===== src/rtl/tpr_consts.svh =====
// Constants for the timer pin routing block
`ifndef TPR_CONSTS_SVH
`define TPR_CONSTS_SVH
`define TPR_MODE_NONE      4'h0
`define TPR_MODE_B_TRIG    4'h1
`define TPR_MODE_A_GATE    4'h2
`define TPR_MODE_GATE_TRIG 4'h3
`define TPR_MODE_B_CLK     4'h4
`define TPR_MODE_A_TRIG    4'h5
`define TPR_MODE_GATE_CLK  4'h6
`define TPR_MODE_DUAL_TRIG 4'h7
`define TPR_MODE_UP_DOWN   4'h8
`define TPR_MODE_DIR_CLK   4'h9
`define TPR_MODE_TRIG_DIR  4'ha
`define TPR_MODE_DIR_ONLY  4'hb
`define TPR_MODE_AUTODISC  4'hc
`define TPR_MODE_TRIG_CLK  4'hd
`define TPR_MODE_CLK_TRIG  4'he
`define TPR_MODE_TRIG_GATE 4'hf
`define TPR_EDGE_RISE      1'b0
`define TPR_EDGE_FALL      1'b1
`define TPR_ACT_NOP        2'h0
`define TPR_ACT_SET        2'h1
`define TPR_ACT_RESET      2'h2
`define TPR_ACT_TOGGLE     2'h3
`define TPR_SYNC_RST       3'h0
`endif


===== src/rtl/tpr_pkg.sv =====
// Types for the timer pin routing block
package tpr_pkg;
	typedef logic [1:0] tpr_action_t;
	typedef logic [3:0] tpr_mode_t;
endpackage


===== src/rtl/tpr_timer_pin_routing.sv =====
// Input steering and output action logic of the multifunction timer
`timescale 1ns/1ps
`include "tpr_consts.svh"
module tpr_timer_pin_routing
	import tpr_pkg::*;
(
	input  wire logic        clk_in,
	input  wire logic        srst_in,
	input  wire logic        ext_input_a_in,
	input  wire logic        ext_input_b_in,
	input  wire tpr_mode_t   input_mode_field_in,
	input  wire logic [1:0]  edge_sel_a_in,
	input  wire logic [1:0]  edge_sel_b_in,
	input  wire logic        sw_direction_bit_in,
	input  wire logic        bivalue_mode_in,
	input  wire logic        prescaler_tick_in,
	input  wire logic        compare_first_event_in,
	input  wire logic        compare_second_event_in,
	input  wire logic        wrap_event_in,
	input  wire tpr_action_t out_a_cmp0_act_in,
	input  wire tpr_action_t out_a_cmp1_act_in,
	input  wire tpr_action_t out_a_wrap_act_in,
	input  wire tpr_action_t out_b_cmp0_act_in,
	input  wire tpr_action_t out_b_cmp1_act_in,
	input  wire tpr_action_t out_b_wrap_act_in,
	input  wire logic        preset_a_level_in,
	input  wire logic        preset_b_level_in,
	input  wire logic        preset_a_load_in,
	input  wire logic        preset_b_load_in,
	input  wire logic        overflow_event_route_in,
	input  wire logic        compare0_event_route_in,
	output logic             prescaler_clk_out,
	output logic             count_up_out,
	output logic             count_step_up_out,
	output logic             count_step_down_out,
	output logic             trigger_first_out,
	output logic             trigger_second_out,
	output logic             direction_up_out,
	output logic             timer_output_a_out,
	output logic             timer_output_b_out,
	output logic             on_chip_event_out
);

	// Synchronisers for the pins
	logic [2:0] sync_a_r;
	logic [2:0] sync_b_r;
	logic       lvl_a_r;
	logic       lvl_b_r;
	logic       dir_lvl_r;

	always_ff @(posedge clk_in) begin
		if (srst_in) begin
			sync_a_r <= `TPR_SYNC_RST;
			sync_b_r <= `TPR_SYNC_RST;
		end else begin
			sync_a_r <= {sync_a_r[1:0], ext_input_a_in};
			sync_b_r <= {sync_b_r[1:0], ext_input_b_in};
		end
	end

	// Agreed level moves when stages two and three match
	wire a_agree = (sync_a_r[1] == sync_a_r[2]);
	wire b_agree = (sync_b_r[1] == sync_b_r[2]);
	wire a_lvl_nxt = a_agree ? sync_a_r[2] : lvl_a_r;
	wire b_lvl_nxt = b_agree ? sync_b_r[2] : lvl_b_r;
	wire a_rise = a_lvl_nxt & ~lvl_a_r;
	wire a_fall = ~a_lvl_nxt & lvl_a_r;
	wire b_rise = b_lvl_nxt & ~lvl_b_r;
	wire b_fall = ~b_lvl_nxt & lvl_b_r;

	function automatic logic sel_edge(input logic [1:0] sel, input logic rise, input logic fall);
		sel_edge = (sel[0] & rise) | (sel[1] & fall);
	endfunction

	function automatic logic apply_act(input logic cur, input tpr_action_t act);
		unique case (act)
			`TPR_ACT_NOP:    apply_act = cur;
			`TPR_ACT_SET:    apply_act = 1'b1;
			`TPR_ACT_RESET:  apply_act = 1'b0;
			`TPR_ACT_TOGGLE: apply_act = ~cur;
		endcase
	endfunction

	wire a_evt = sel_edge(edge_sel_a_in, a_rise, a_fall);
	wire b_evt = sel_edge(edge_sel_b_in, b_rise, b_fall);
	wire [3:0] m = input_mode_field_in;

	// Function decode per mode
	wire a_trig_mode = (m == `TPR_MODE_A_TRIG) | (m == `TPR_MODE_DUAL_TRIG) | (m == `TPR_MODE_TRIG_CLK) |
		(m == `TPR_MODE_TRIG_GATE);
	wire b_trig_mode = (m == `TPR_MODE_B_TRIG) | (m == `TPR_MODE_GATE_TRIG) | (m == `TPR_MODE_DUAL_TRIG) |
		(m == `TPR_MODE_CLK_TRIG);
	wire a_gate_mode = (m == `TPR_MODE_A_GATE) | (m == `TPR_MODE_GATE_TRIG) | (m == `TPR_MODE_GATE_CLK);
	wire b_gate_mode = (m == `TPR_MODE_TRIG_GATE);
	wire b_clk_mode = (m == `TPR_MODE_B_CLK) | (m == `TPR_MODE_GATE_CLK) | (m == `TPR_MODE_DIR_CLK) |
		(m == `TPR_MODE_TRIG_CLK);
	wire a_clk_mode = (m == `TPR_MODE_CLK_TRIG);
	wire step_mode = (m == `TPR_MODE_UP_DOWN) | (m == `TPR_MODE_AUTODISC);
	wire lvl_dir_mode = (m == `TPR_MODE_DIR_CLK) | (m == `TPR_MODE_DIR_ONLY);
	wire trig_dir_mode = (m == `TPR_MODE_TRIG_DIR);

	// Gate blocks counting while the gate pin is high
	wire gate_open = ~(a_gate_mode & lvl_a_r) & ~(b_gate_mode & lvl_b_r);

	// Prescaler clock source
	wire ext_tick = b_clk_mode ? b_evt : a_evt;
	wire presc_nxt = step_mode ? 1'b0 :
		(b_clk_mode | a_clk_mode) ? (ext_tick & gate_open) :
		(prescaler_tick_in & gate_open);

	// Step counting modes
	wire ud_up = (m == `TPR_MODE_UP_DOWN) & a_evt & ~b_evt;
	wire ud_dn = (m == `TPR_MODE_UP_DOWN) & b_evt;
	wire ad_up = (m == `TPR_MODE_AUTODISC) & b_rise & ~lvl_a_r;
	wire ad_dn = (m == `TPR_MODE_AUTODISC) & b_fall & ~lvl_a_r;

	// Triggers
	wire trig1_nxt = a_trig_mode & a_evt;
	wire trig2_nxt = b_trig_mode & b_evt & ~bivalue_mode_in;

	// Direction latched by trigger-up/down edges
	wire dir_lvl_nxt = (trig_dir_mode & b_evt) ? 1'b0 :
		(trig_dir_mode & a_evt) ? 1'b1 : dir_lvl_r;
	wire up_nxt = lvl_dir_mode ? lvl_a_r :
		trig_dir_mode ? dir_lvl_nxt :
		(m == `TPR_MODE_UP_DOWN) ? ~ud_dn :
		(m == `TPR_MODE_AUTODISC) ? ~ad_dn :
		sw_direction_bit_in;

	// Output actions, applied in order wrap, compare0, compare1
	logic out_a_r;
	logic out_b_r;
	wire a_s0 = wrap_event_in ? apply_act(out_a_r, out_a_wrap_act_in) : out_a_r;
	wire a_s1 = compare_first_event_in ? apply_act(a_s0, out_a_cmp0_act_in) : a_s0;
	wire a_s2 = compare_second_event_in ? apply_act(a_s1, out_a_cmp1_act_in) : a_s1;
	wire b_s0 = wrap_event_in ? apply_act(out_b_r, out_b_wrap_act_in) : out_b_r;
	wire b_s1 = compare_first_event_in ? apply_act(b_s0, out_b_cmp0_act_in) : b_s0;
	wire b_s2 = compare_second_event_in ? apply_act(b_s1, out_b_cmp1_act_in) : b_s1;
	wire out_a_nxt = preset_a_load_in ? preset_a_level_in : a_s2;
	wire out_b_nxt = preset_b_load_in ? preset_b_level_in : b_s2;
	wire event_nxt = (overflow_event_route_in & wrap_event_in) |
		(compare0_event_route_in & compare_first_event_in);

	always_ff @(posedge clk_in) begin
		if (srst_in) begin
			lvl_a_r <= 1'b0;
			lvl_b_r <= 1'b0;
			dir_lvl_r <= 1'b1;
			out_a_r <= 1'b0;
			out_b_r <= 1'b0;
		end else begin
			lvl_a_r <= a_lvl_nxt;
			lvl_b_r <= b_lvl_nxt;
			dir_lvl_r <= dir_lvl_nxt;
			out_a_r <= out_a_nxt;
			out_b_r <= out_b_nxt;
		end
	end

	always_ff @(posedge clk_in) begin
		if (srst_in) begin
			prescaler_clk_out <= 1'b0;
			count_up_out <= 1'b1;
			count_step_up_out <= 1'b0;
			count_step_down_out <= 1'b0;
			trigger_first_out <= 1'b0;
			trigger_second_out <= 1'b0;
			on_chip_event_out <= 1'b0;
		end else begin
			prescaler_clk_out <= presc_nxt;
			count_up_out <= up_nxt;
			count_step_up_out <= ud_up | ad_up;
			count_step_down_out <= ud_dn | ad_dn;
			trigger_first_out <= trig1_nxt;
			trigger_second_out <= trig2_nxt;
			on_chip_event_out <= event_nxt;
		end
	end

	assign direction_up_out = count_up_out;
	assign timer_output_a_out = out_a_r;
	assign timer_output_b_out = out_b_r;

	// Checks
	gate_blocks_a : assert property (@(posedge clk_in) disable iff (srst_in)
		(a_gate_mode && lvl_a_r) |=> !prescaler_clk_out)
		else $error("gate A high let a tick through");

	bivalue_b_a : assert property (@(posedge clk_in) disable iff (srst_in)
		bivalue_mode_in |=> !trigger_second_out)
		else $error("B trigger in bivalue mode");

	ud_prio_a : assert property (@(posedge clk_in) disable iff (srst_in)
		((m == `TPR_MODE_UP_DOWN) && b_evt) |=> (count_step_down_out && !count_step_up_out))
		else $error("B did not win up/down");

	ad_up_a : assert property (@(posedge clk_in) disable iff (srst_in)
		((m == `TPR_MODE_AUTODISC) && b_rise && !lvl_a_r) |=> count_step_up_out)
		else $error("autodisc no increment");

	ad_high_a : assert property (@(posedge clk_in) disable iff (srst_in)
		((m == `TPR_MODE_AUTODISC) && lvl_a_r) |=> !(count_step_up_out || count_step_down_out))
		else $error("autodisc step with A high");

	sw_dir_a : assert property (@(posedge clk_in) disable iff (srst_in)
		(m == `TPR_MODE_NONE) |=> (count_up_out == $past(sw_direction_bit_in)))
		else $error("software direction not followed");

	lvl_dir_a : assert property (@(posedge clk_in) disable iff (srst_in)
		(m == `TPR_MODE_DIR_ONLY) |=> (count_up_out == $past(lvl_a_r)))
		else $error("level direction wrong");

	preset_out_a : assert property (@(posedge clk_in) disable iff (srst_in)
		preset_a_load_in |=> (timer_output_a_out == $past(preset_a_level_in)))
		else $error("preset A not applied");

	route_evt_a : assert property (@(posedge clk_in) disable iff (srst_in)
		(overflow_event_route_in && wrap_event_in) |=> on_chip_event_out)
		else $error("wrap event not routed");

	trig1_a : assert property (@(posedge clk_in) disable iff (srst_in)
		(a_trig_mode && a_evt) |=> trigger_first_out)
		else $error("A trigger lost");

	gate_b_blocks_a : assert property (@(posedge clk_in) disable iff (srst_in)
		(b_gate_mode && lvl_b_r) |=> !prescaler_clk_out)
		else $error("gate B high let a tick through");

	int_tick_pass_a : assert property (@(posedge clk_in) disable iff (srst_in)
		((m == `TPR_MODE_NONE) && prescaler_tick_in) |=> prescaler_clk_out)
		else $error("internal tick lost");

	ext_clk_b_a : assert property (@(posedge clk_in) disable iff (srst_in)
		((m == `TPR_MODE_B_CLK) && b_evt) |=> prescaler_clk_out)
		else $error("B clock event lost");

	ext_clk_quiet_a : assert property (@(posedge clk_in) disable iff (srst_in)
		((m == `TPR_MODE_B_CLK) && !b_evt) |=> !prescaler_clk_out)
		else $error("internal tick leaked in B clock mode");

	gated_ext_a : assert property (@(posedge clk_in) disable iff (srst_in)
		((m == `TPR_MODE_GATE_CLK) && b_evt && !lvl_a_r) |=> prescaler_clk_out)
		else $error("open gate dropped B clock");

	dual_trig_a : assert property (@(posedge clk_in) disable iff (srst_in)
		((m == `TPR_MODE_DUAL_TRIG) && b_evt && !bivalue_mode_in) |=> trigger_second_out)
		else $error("dual mode B trigger lost");

	ud_up_step_a : assert property (@(posedge clk_in) disable iff (srst_in)
		((m == `TPR_MODE_UP_DOWN) && a_evt && !b_evt) |=> count_step_up_out)
		else $error("A step up lost");

	dir_clk_a : assert property (@(posedge clk_in) disable iff (srst_in)
		(m == `TPR_MODE_DIR_CLK) |=> (count_up_out == $past(lvl_a_r)))
		else $error("level direction wrong with B clock");

	trig_dn_a : assert property (@(posedge clk_in) disable iff (srst_in)
		((m == `TPR_MODE_TRIG_DIR) && b_evt) |=> !count_up_out)
		else $error("B edge did not set down");

	trig_up_a : assert property (@(posedge clk_in) disable iff (srst_in)
		((m == `TPR_MODE_TRIG_DIR) && a_evt && !b_evt) |=> count_up_out)
		else $error("A edge did not set up");

	ad_dn_a : assert property (@(posedge clk_in) disable iff (srst_in)
		((m == `TPR_MODE_AUTODISC) && b_fall && !lvl_a_r) |=> count_step_down_out)
		else $error("autodisc no decrement");

	pin_dir_a : assert property (@(posedge clk_in) disable iff (srst_in)
		(lvl_dir_mode && (sw_direction_bit_in != lvl_a_r)) |=> (count_up_out == $past(lvl_a_r)))
		else $error("software direction leaked into pin mode");

	trig_clk_a : assert property (@(posedge clk_in) disable iff (srst_in)
		((m == `TPR_MODE_TRIG_CLK) && b_evt) |=> prescaler_clk_out)
		else $error("B clock lost with A trigger");

	clk_trig_a : assert property (@(posedge clk_in) disable iff (srst_in)
		((m == `TPR_MODE_CLK_TRIG) && a_evt) |=> prescaler_clk_out)
		else $error("A clock event lost");

	cap_second_a : assert property (@(posedge clk_in) disable iff (srst_in)
		((m == `TPR_MODE_CLK_TRIG) && b_evt && !bivalue_mode_in) |=> trigger_second_out)
		else $error("B capture trigger lost");

	gate_trig_a : assert property (@(posedge clk_in) disable iff (srst_in)
		((m == `TPR_MODE_GATE_TRIG) && b_evt && !bivalue_mode_in) |=> trigger_second_out)
		else $error("B trigger lost with A gate");

	preset_out_b_a : assert property (@(posedge clk_in) disable iff (srst_in)
		preset_b_load_in |=> (timer_output_b_out == $past(preset_b_level_in)))
		else $error("preset B not applied");

	out_a_hold_a : assert property (@(posedge clk_in) disable iff (srst_in)
		!(wrap_event_in || compare_first_event_in || compare_second_event_in || preset_a_load_in) |=>
		(timer_output_a_out == $past(timer_output_a_out))) else $error("output A moved without event");

	out_b_hold_a : assert property (@(posedge clk_in) disable iff (srst_in)
		!(wrap_event_in || compare_first_event_in || compare_second_event_in || preset_b_load_in) |=>
		(timer_output_b_out == $past(timer_output_b_out))) else $error("output B moved without event");

	cmp1_set_a : assert property (@(posedge clk_in) disable iff (srst_in)
		(compare_second_event_in && (out_a_cmp1_act_in == `TPR_ACT_SET) && !preset_a_load_in) |=> timer_output_a_out)
		else $error("compare-1 set lost");

	route_cmp0_a : assert property (@(posedge clk_in) disable iff (srst_in)
		(compare0_event_route_in && compare_first_event_in) |=> on_chip_event_out)
		else $error("compare-0 event not routed");

	no_route_a : assert property (@(posedge clk_in) disable iff (srst_in)
		!((overflow_event_route_in && wrap_event_in) || (compare0_event_route_in && compare_first_event_in)) |=>
		!on_chip_event_out) else $error("spurious on-chip event");

	rise_only_a : assert property (@(posedge clk_in) disable iff (srst_in)
		((m == `TPR_MODE_A_TRIG) && (edge_sel_a_in == 2'h1) && a_fall) |=> !trigger_first_out)
		else $error("falling edge taken in rising mode");
endmodule


===== config.mk =====
export PLATFORM = sky130hd
export DESIGN_NAME = tpr_timer_pin_routing
export DESIGN_NICKNAME = d
export VERILOG_FILES = /design/src/rtl/tpr_pkg.sv /design/src/rtl/tpr_timer_pin_routing.sv
export VERILOG_INCLUDE_DIRS = /design/src /design/src/rtl
export SDC_FILE = /design/constraint.sdc
export NUM_CORES = 1
export LEC_CHECK = 0
export BUFFER_PORTS_ARGS = -buffer_cell sky130_fd_sc_hd__buf_2
export CORE_MARGIN = 1.5
export CORE_UTILIZATION = 45
export CTS_CLUSTER_SIZE = 12
export DETAILED_ROUTE_END_ITERATION = 10
export PLACE_DENSITY = 0.82
export SYNTH_ARGS = -nofsm -noshare
export SYNTH_HDL_FRONTEND = slang
export SYNTH_SLANG_ARGS = --single-unit

===== constraint.sdc =====
create_clock -name clk_in -period 1.75 [get_ports clk_in]
set_clock_uncertainty 0.1 [all_clocks]
set_input_delay 0.175 -clock clk_in [delete_from_list [all_inputs] [get_ports clk_in]]
set_output_delay 0.175 -clock clk_in [all_outputs]
set_load 0.1 [all_outputs]

# == Word level (Yosys, flattened, before mapping) ==
# Index checks and enable logic that the tools add are counted.
# op_classes
muxes,24
eq_ne,35
bitwise_logic,62
n_reduce_logical,7
# op_table
op,count
$eq A4 B4 Y1 const B,8
$and A1 B1 Y1,27
$eq A2 B2 Y1 const B,12
$pmux W1 S4,6
$or A1 B1 Y1,19
$mux W1,18
$eq A4 B3 Y1 const B,4
$not A1 Y1,16
$eq A2 B1 Y1 const B,6
$logic_not A2 Y1,6
$eq A4 B2 Y1 const B,2
$eq A4 B1 Y1 const B,1
$eq A1 B1 Y1,2
$reduce_or A2 Y1,1
# word_totals
input_bits,36
regBits,18
out_inout_bits,10

# == Logic depth before layout (Yosys ltp) ==
# Gate-level depths: netlist (run 1).
# depth
depth_word,11
ltp_mapped,5
ltp_nobuf,4

# == Worst setup path before layout (run 1) ==
# OpenSTA, ideal clock, no wires.
# synth_timing
kind,register -> register
startpoint,"reg out_b_r, in the netlist timer_output_b_out"
endpoint,"reg out_b_r, in the netlist timer_output_b_out"
path_buffers,0
setup_slack_ps,-198
path_stages_with_launch,5
arrival_ps,1745
path_cell_list,dfxtp_1 > a21oi_1 > a31oi_1 > mux2i_1 > a2111oi_2
# synth_via
elab_chain_cells,10
# synth_rtl
item,line,rtl
from (decl),tpr_timer_pin_routing.sv:132,logic out_b_r;
from (signal assigned),tpr_timer_pin_routing.sv:156,out_b_r <= out_b_nxt;
$not A1 Y1,tpr_timer_pin_routing.sv:80,`TPR_ACT_TOGGLE: apply_act = ~cur;
$pmux W1 S4,tpr_timer_pin_routing.sv:76,unique case (act)
$mux W1 *,tpr_timer_pin_routing.sv:136,"wire b_s0 = wrap_event_in ? apply_act(out_b_r, out_b_wrap_act_in) : out_b_r;"
$not A1 Y1,tpr_timer_pin_routing.sv:80,
$pmux W1 S4,tpr_timer_pin_routing.sv:76,
$mux W1 *,tpr_timer_pin_routing.sv:137,"wire b_s1 = compare_first_event_in ? apply_act(b_s0, out_b_cmp0_act_in) : b_s0;"
$not A1 Y1,tpr_timer_pin_routing.sv:80,
$pmux W1 S4,tpr_timer_pin_routing.sv:76,
$mux W1 *,tpr_timer_pin_routing.sv:138,"wire b_s2 = compare_second_event_in ? apply_act(b_s1, out_b_cmp1_act_in) : b_s1;"
$mux W1 *,tpr_timer_pin_routing.sv:140,wire out_b_nxt = preset_b_load_in ? preset_b_level_in : b_s2;
# Every way passes the cells marked *; elsewhere a longest branch is shown, timed or not.
# A chain may end at the register's enable or synchronous reset.

# == Worst setup path in the final report (run 1) ==
# layout_timing
startpoint,reg lvl_a_r
endpoint,reg prescaler_clk_out
# layout_via
elab_chain_cells,8
elab_cells_between_ends,15
classes_between,3 x mux; 12 x bitwise
# layout_rtl
item,line,rtl
from (decl),tpr_timer_pin_routing.sv:47,logic lvl_a_r;
from (signal assigned),tpr_timer_pin_routing.sv:152,lvl_a_r <= a_lvl_nxt;
$mux W1,tpr_timer_pin_routing.sv:64,wire a_lvl_nxt = a_agree ? sync_a_r[2] : lvl_a_r;
$not A1 Y1,tpr_timer_pin_routing.sv:67,wire a_fall = ~a_lvl_nxt & lvl_a_r;
$and A1 B1 Y1,tpr_timer_pin_routing.sv:67,
$and A1 B1 Y1,tpr_timer_pin_routing.sv:72,sel_edge = (sel[0] & rise) | (sel[1] & fall);
$or A1 B1 Y1,tpr_timer_pin_routing.sv:72,
$mux W1,tpr_timer_pin_routing.sv:106,wire ext_tick = b_clk_mode ? b_evt : a_evt;
$and A1 B1 Y1,tpr_timer_pin_routing.sv:108,(b_clk_mode | a_clk_mode) ? (ext_tick & gate_open) :
$mux W1 *,tpr_timer_pin_routing.sv:108,
to (signal assigned),tpr_timer_pin_routing.sv:170,prescaler_clk_out <= presc_nxt;
to (decl),tpr_timer_pin_routing.sv:32,"output logic prescaler_clk_out,"
# Marks and branches as above.

==> results of run 1 <==
cell usage after synthesis, types with 3 or more instances:
master    count  share of area (%)
o21ai_0       5                2.6
a21oi_1       9                4.7
mux2i_1       3                3.1
nand3b_1      3                2.3
nand2_1       8                3.1
nand2b_1      3                1.9
nand4b_1      4                3.6
clkbuf_1      3                1.2
nor2b_1       9                5.8
nor2_1        5                1.9
nor3b_1       3                2.3
dfxtp_1      18                 37
worst paths after layout:
path / slack [ps] / cells after the start / startpoint / endpoint
setup / recovery: 170 / 4 / lvl_a_r / prescaler_clk_out
hold reg to reg: 350 / 1 / sync_a_r[0] / sync_a_r[1]
setup reg to reg: 170 / 4 / lvl_a_r / prescaler_clk_out
hold / removal: 20 / 3 / sw_direction_bit_in / count_up_out
timing repair:
| action | 4_1_cts | 5_1_grt |
|---|---|---|
| setup buffers | 0 | 0 |
| hold endpoints to repair | 3 | 0 |
| hold buffers | 3 | 0 |
| endpoints found under the setup margin | 0 | 0 |
stage by stage:
stage,cell area [sq um],worst slack (ps),utilization (%),total power [mW]
2_1_floorplan,966,112,-,0.607
3_3_place_gp,1200,245,60.7,0.667
3_5_place_dp,1200,205,60.7,0.674
4_1_cts,1270,178,64.1,0.933
5_1_grt,1270,76.7,64.1,0.967
6_report,1270,173,64.1,0.924
report_power, final:
group	internal (mW)	switching [mW]
combinational	0.0815	0.155
sequential	0.426	0.00840
clock	0.127	0.127
flip-flops by register name (all words and copies together), names as in the netlist:
name / count
count_up_out: 1
timer_output_a_out: 1
count_step_down_out: 1
count_step_up_out: 1
sync_b_r: 3
dir_lvl_r: 1
timer_output_b_out: 1
trigger_first_out: 1
lvl_b_r: 1
lvl_a_r: 1
trigger_second_out: 1
sync_a_r: 3
prescaler_clk_out: 1
on_chip_event_out: 1
worst min-delay path, stage by stage:
cell      delay (ps)
buf_2             80
a211oi_1          50
o211ai_1          80
layout make-up:
| class | count | area [sq um] | area share, % |
|---|---|---|---|
| inverters | 1 | 3.75 | 0.296 |
| well taps | 27 | 33.8 | 2.66 |
| multi-input cells | 83 | 571 | 44.9 |
| flip-flops and latches | 18 | 363 | 28.6 |
| clock buffers | 4 | 36.3 | 2.86 |
| repair buffers | 49 | 263 | 20.7 |
per-layer routing:
layer / vias to the layer above / share of wire, % / global-route usage [%]
met3: 2 / 7.4 / 3.68
met2: 42 / 51 / 39.4
met4: 0 / 0.75 / 9.05
li1: 499 / - / -
met1: 462 / 41 / 21.6
met5: - / 0 / 0
logic make-up after synthesis:
group / Yosys count / synth area share, %
flops: 18 / 37.4
buf+inv: 7 / 3.38
compound gates: 35 / 27.4
mux: 3 / 3.12
simple gates: 45 / 28.7
==> flow_metrics.tcl, run 1 <==
set metrics [dict create \
    global_route_wire_length_before_repair_um 3920 \
    timing.final.crit_period_ps 1580 \
    hold-worst-slack_ps 20.2 \
    critPathLaunchType "register" \
    cts_num_sinks 18 \
    cts-resized-gates 0 \
    layout.nets 192 \
    first_pass_iters 4 \
    run_status "finished clean" \
    synthesis.instances 108 \
    most_used_cells_in_the_layout_excluding_fill_and_tap_cells "buf_2 (45), dfxtp_1 (16), nor2b_1 (9), a21oi_1 (9), nand2_1 (8)" \
    die_width_um 49.3 \
    die_area_sq_um 2430 \
    number_of_drc_markers_after_the_initial_detailed_route_iteration 16 \
    static_leak_nw 0.553 \
    final_min_period_over_clock_period_pct 90.1 \
    start_util_pct 48.6 \
    postRouteAntennaNets 0 \
    ctsHtreeMaxLevel 1 \
    critical-path-top-delay-family "compound AO/OA/AOI/OAI gates" \
    placed_instances 175 \
    core_area_sq_um 1980 \
    worst-endpoint-required_ps 1850 \
    timing.hold.worst.class "input pin to register" \
    cp_data_arrival_time_ps 1680 \
    drcViolationCount 0 \
    rows 16 \
    cellPowerDensity_nw_per_um2 727 \
    max-clock-path-buffers 2 \
    fin_tns_setup_ps 0 \
    critical_path.cell_chain "and4b_1 > a31oi_1 > a211o_1 > a2111oi_4" \
    path_max_fanout 9 \
    synth.net_count 144 \
    max_cap_viol_count 0 \
    grt_pass1_vias 987 \
    area_delta_synth_final_pct 31.8 \
    antenna_cells_inserted 0 \
    clkTransAtPathRegs_ps 100 \
    fillerInstances 183 \
    globalRouteTotalUtil_pct 20.6 \
    syn_area_sq_um 963 \
    wire_per_inst_um 12.5 \
    numCtsBuffers 3 \
    synth-edff-count 0 \
    cts_tree "yes" \
    synth-main-ff-cell "dfxtp_1" \
    globalplace.congestion 0.908 \
    max-vdd-ir-drop_uv 488 \
    path_class "register to register" \
    route.detailed.vias_per_inst 5.52 \
    layout-drive-gt1-share_pct 38.1 \
    synth-seq-area-share_pct 37.4 \
    initial_antenna_violation_count 0 \
    rsz0062_at_grt "false" \
    final_hold_viol_count 0 \
    boundaryPins 46 \
    yosys_warnings 0 \
    final_common_cell "buf_2" \
    ys_seq_elements 18 \
    synthDistinctLibCells 40 \
    cts-root-buf "clkbuf_4" \
    async_flop_share_pct 0 \
    cpMaxStageDelayCell "dfxtp_1" \
    setup_violations 0 \
    worst-path-buf-inv 0 \
    worstSkewPairLatency_ps 290 \
    wl_um 2280 \
    grt_max_degree 19 \
    vias 1005 \
    synthesis.area_per_instance_sq_um 8.92 \
    io_buffer_count 45 \
    max_freq_mhz 634 \
    place_hpwl_um 1730 \
    die_h_um 49.3 \
    worst_setup_path_end_kind "register" \
    instances_no_fill 182 \
    overflow 0 \
    critPathMaxStageDelay_ps 380 \
    worst-slew-pin-transition_ps 483 \
    relative_max_transition_margin_pct 67.4 \
    timing.final.max_slew_violations 0 \
]
No activity file was read; power rests on OpenSTA's default activity.
==> inputs of run 2 (changes only) <==
- CORE_UTILIZATION: 45 -> 40
- PLACE_DENSITY: 0.82 -> 0.77
- clock period: 1.75 -> 1.4 ns (I/O delays scaled with it)
==> flow_metrics.tcl, run 2 (synthesis results as in run 1) <==
set metrics [dict create \
    violations "negative setup slack" \
    relative_max_transition_margin_pct 67.8 \
    path_class "register to register" \
    cts-root-buf "clkbuf_4" \
    overflow 0 \
    core_area_sq_um 2230 \
    path_max_fanout 2 \
    worst_setup_path_end_kind "register" \
    final_hold_viol_count 0 \
    route.detailed.vias_per_inst 5.29 \
    die_width_um 52.1 \
    most_used_cells_in_the_layout_excluding_fill_and_tap_cells "buf_2 (45), dfxtp_1 (10), nor2b_1 (9)" \
    critical_path.cell_chain "and4b_1 > a31oi_1 > a211o_1 > a2111oi_4" \
    reg_top3 "sync_a_r x3, sync_b_r x3" \
    post_detailed_placement_cell_area_sq_um 1230 \
    cts_tree "yes" \
    max_freq_mhz 701 \
    fin_tns_setup_ps -27.4 \
    instances_no_fill 190 \
    fin_area_sq_um 1360 \
    rsz0062_at_grt "true" \
    timing.final.max_slew_violations 0 \
    die_h_um 52.1 \
    final_min_period_over_clock_period_pct 102 \
    critPathMaxStageDelay_ps 330 \
    layout.nets 199 \
    rows 17 \
    crit_path_setup_slack_layout_ps -27.4 \
    drcViolationCount 0 \
    cellPowerDensity_nw_per_um2 824 \
    post_layout_utilization_of_the_core_pct 60.7 \
    global_route_wire_length_before_repair_um 3810 \
    place_hpwl_um 1670 \
    setup_violations 1 \
    layout-drive-gt1-share_pct 44.4 \
    first_pass_iters 4 \
    worst-endpoint-required_ps 1500 \
    run_status "finished with violations" \
    number_of_drc_markers_after_the_initial_detailed_route_iteration 13 \
    worstSkewPairLatency_ps 290 \
    placed_instances 178 \
    io_buffer_count 45 \
    area_delta_synth_final_pct 40.6 \
    max-vdd-ir-drop_uv 575 \
    place_ws_ps -59.5 \
    globalplace.congestion 0.829 \
    r2r_cells 4 \
    timing.hold.worst.class "input pin to register" \
    antenna_cells_inserted 0 \
    boundaryPins 46 \
    wl_um 2340 \
    initial_antenna_violation_count 0 \
    grt_pass1_vias 968 \
    wire_per_inst_um 12.3 \
    design_power_total_mw 1.12 \
    numCtsBuffers 3 \
    static_leak_nw 0.585 \
    vias 1005 \
    cp_data_arrival_time_ps 1530 \
    final_common_cell "buf_2" \
    ctsHtreeMaxLevel 1 \
    timing.final.crit_period_ps 1430 \
    worst-slew-pin-transition_ps 476 \
    cpMaxStageDelayCell "dfxtp_2" \
    grt_max_degree 19 \
    clkTransAtPathRegs_ps 100 \
    hold-worst-slack_ps 5.53 \
    start_util_pct 43.1 \
    max-clock-path-buffers 2 \
    globalRouteTotalUtil_pct 18.9 \
    critPathLaunchType "register" \
    cells_on_worst_hold_path 3 \
    cts_num_sinks 18 \
    max_cap_viol_count 0 \
    postRouteAntennaNets 0 \
    die_area_sq_um 2710 \
]
## run 2: cell types whose count changed in the layout (fill, tap and decap cells not counted), moves of 2 or more
cell	before	now
dfxtp_2	2	6
dlygate4sd3_1	3	6
dfxtp_1	16	10
buf_4	1	5
dfxtp_4	0	2
## run 2: power by group
part           internal, mW  switching, mW
registers             0.532         0.0103
logic                 0.111          0.197
clock network         0.111          0.155
total                 0.754          0.363
## run 2: worst max-delay path: cells and delay by family, from the launching register on
family,cells,cell delay (ps)
AO/OA/AOI/OAI,3,650
flip-flops,1,330
AND/OR/NAND/NOR,1,260
## run 2: layout make-up
class	count	area, sq um
flip-flops and latches	18	375
well taps	28	35.0
clock buffers	4	26.3
inverters	1	3.75
repair buffers	56	323
multi-input cells	83	592
fillers	201	878
## run 2: timing repair
action	CTS	global route
hold buffers	6	0
pin swaps	1	2
buffers inserted	0	2
resized for setup	4	6
endpoints found under the hold margin	5	0
endpoints found under the setup margin	3	6
## run 2: per-layer routing
layer	global-route usage, %	up-vias	routed length (um)
met5	0	-	0
met4	7.89	0	14
met3	3.74	2	136
met2	35.7	41	1220
met1	19.9	449	973
li1	-	513	-
## run 2: path summary, 6_finish.rpt
path                                            to                 start  slack [ps]
worst min-delay path            timer_output_a_out  out_a_cmp0_act_in[0]           6
worst max register to register   prescaler_clk_out               lvl_a_r         -30
worst min register to register         sync_b_r[1]           sync_b_r[0]         340
worst max-delay path             prescaler_clk_out               lvl_a_r         -30
==> inputs of run 3 (changes only) <==
- BUFFER_PORTS_ARGS: -buffer_cell sky130_fd_sc_hd__buf_2 -> -buffer_cell sky130_fd_sc_hd__clkbuf_2
- CORE_UTILIZATION: 40 -> 45
- PLACE_DENSITY: 0.77 -> 0.82
- clock period: 1.4 -> 1.34 ns (I/O delays scaled with it)
==> flow_metrics.tcl, run 3 (synthesis results as in run 1) <==
set metrics [dict create \
    worst_setup_path_end_kind "register" \
    die_h_um 49.3 \
    start_util_pct 48.6 \
    worst-endpoint-required_ps 1440 \
    number_of_drc_markers_after_the_initial_detailed_route_iteration 17 \
    reg_top3 "sync_a_r x3, sync_b_r x3" \
    final_hold_viol_count 0 \
    cts_tree "yes" \
    fin_tns_setup_ps -93.6 \
    hold-worst-slack_ps 23.7 \
    globalRouteTotalUtil_pct 21.4 \
    path_class "register to register" \
    fin_area_sq_um 1520 \
    grt_max_degree 13 \
    violations "negative setup slack" \
    cell_internal_power_uw 827 \
    final_min_period_over_clock_period_pct 106 \
    sequential_share_of_power_pct 46.7 \
    most_used_cells_in_the_layout_excluding_fill_and_tap_cells "clkbuf_2 (35), buf_4 (20), dfxtp_1 (11)" \
    clkTransAtPathRegs_ps 100 \
    p_switching_uw 395 \
    timing.final.crit_period_ps 1430 \
    timing.hold.worst.class "input pin to register" \
    timing.final.max_slew_violations 0 \
    core_area_sq_um 1980 \
    ctsHtreeMaxLevel 1 \
    die_width_um 49.3 \
    power.combinational.fraction_pct 30.9 \
    critPathLaunchType "register" \
    crit_path_setup_slack_layout_ps -87.1 \
    numCtsBuffers 3 \
    drcViolationCount 0 \
    die_area_sq_um 2430 \
    design_power_total_mw 1.22 \
    post_detailed_placement_cell_area_sq_um 1350 \
    max-vdd-ir-drop_uv 568 \
    globalplace.congestion 0.869 \
    power.clock.fraction_pct 22.3 \
    place_ws_ps -124 \
    met3WireLength_um 148 \
    io_buffer_count 45 \
    wl_um 2440 \
    cts-root-buf "clkbuf_4" \
    drt-met1-wl_um 972 \
    place_hpwl_um 1840 \
    relative_max_transition_margin_pct 77.5 \
    antenna_cells_inserted 0 \
    vias 1052 \
    overflow 0 \
    final_common_cell "clkbuf_2" \
    cp_data_arrival_time_ps 1520 \
    rsz0062_at_grt "true" \
    layout.nets 208 \
    area_delta_synth_final_pct 58.2 \
    initial_antenna_violation_count 0 \
    top_signal_layer_used "met4" \
    worst-slew-pin-transition_ps 337 \
    grt_pass1_vias 1042 \
    cts_num_sinks 18 \
    worstSkewPairLatency_ps 280 \
    max-clock-path-buffers 2 \
    static_leak_nw 0.656 \
    met2WireLength_um 1310 \
    global_route_wire_length_before_repair_um 4040 \
    max_cap_viol_count 0 \
    run_status "finished with violations" \
    cellPowerDensity_nw_per_um2 802 \
    path_max_fanout 2 \
    boundaryPins 46 \
    route.detailed.vias_per_inst 5.31 \
    max_freq_mhz 701 \
    postRouteAntennaNets 0 \
    layout-drive-gt1-share_pct 48.5 \
    setup_violations 2 \
    switching_share_pct 32.4 \
    first_pass_iters 4 \
    wire_per_inst_um 12.3 \
    rows 16 \
]
## run 3: changes by cell type in the layout (fill, tap and decap cells not counted), sizes merged
cell / delta
buf: -27
dlygate4sd3: +1
clkbuf: +35
## run 3: area by class of cell
cell class              count  area [sq um]
well taps                  27          33.8
clock buffers               4          26.3
flip-flops and latches     18           377
multi-input cells          83           637
inverters                   1          3.75
fillers                   135           458
repair buffers             65           447
## run 3: path summary, 6_finish.rpt
kind	cells past startpoint	start	end	slack, ps
setup / recovery	4	lvl_a_r	prescaler_clk_out	-90
hold / removal	3	preset_a_load_in	timer_output_a_out	20
setup reg to reg	4	lvl_a_r	prescaler_clk_out	-90
hold reg to reg	1	sync_b_r[0]	sync_b_r[1]	340
## run 3: metrics by stage
| stage | cells | utilization [%] |
|---|---|---|
| detailed placement | 185 | 68.0 |
| finish | 198 | 76.9 |
| global placement | 185 | 68.0 |
| CTS | 198 | 74.1 |
| global route | 198 | 76.9 |
| floorplan | 108 | - |
## run 3: what timing repair did
| item | CTS | global route |
|---|---|---|
| hold buffers | 7 | 0 |
| gates resized for setup | 5 | 11 |
| pin swaps | 5 | 3 |
| buffers inserted | 2 | 0 |
| endpoints found under the setup margin | 7 | 7 |
| endpoints found under the hold margin | 6 | 0 |
## run 3: power by group through the flow
stage                     logic [mW]  clock network (mW)  registers (mW)
final                          0.378               0.273           0.571
after global routing           0.403               0.316           0.574
after CTS                      0.363               0.283           0.569
after detailed placement       0.338                   0           0.582
after global placement         0.330                   0           0.581
after floorplan                0.126                   0           0.668
## run 3: worst max-delay path, stage by stage, from the launching register on
cell	delay [ps]
dfxtp_2	330
and4b_1	260
a31oi_1	70
a211o_1	310
a2111oi_4	280
## run 3: metal layers
metal	up-vias	global-route usage [%]
li1	531	-
met5	-	0
met2	43	43.9
met3	2	4.60
met1	476	20.9
met4	0	5.24
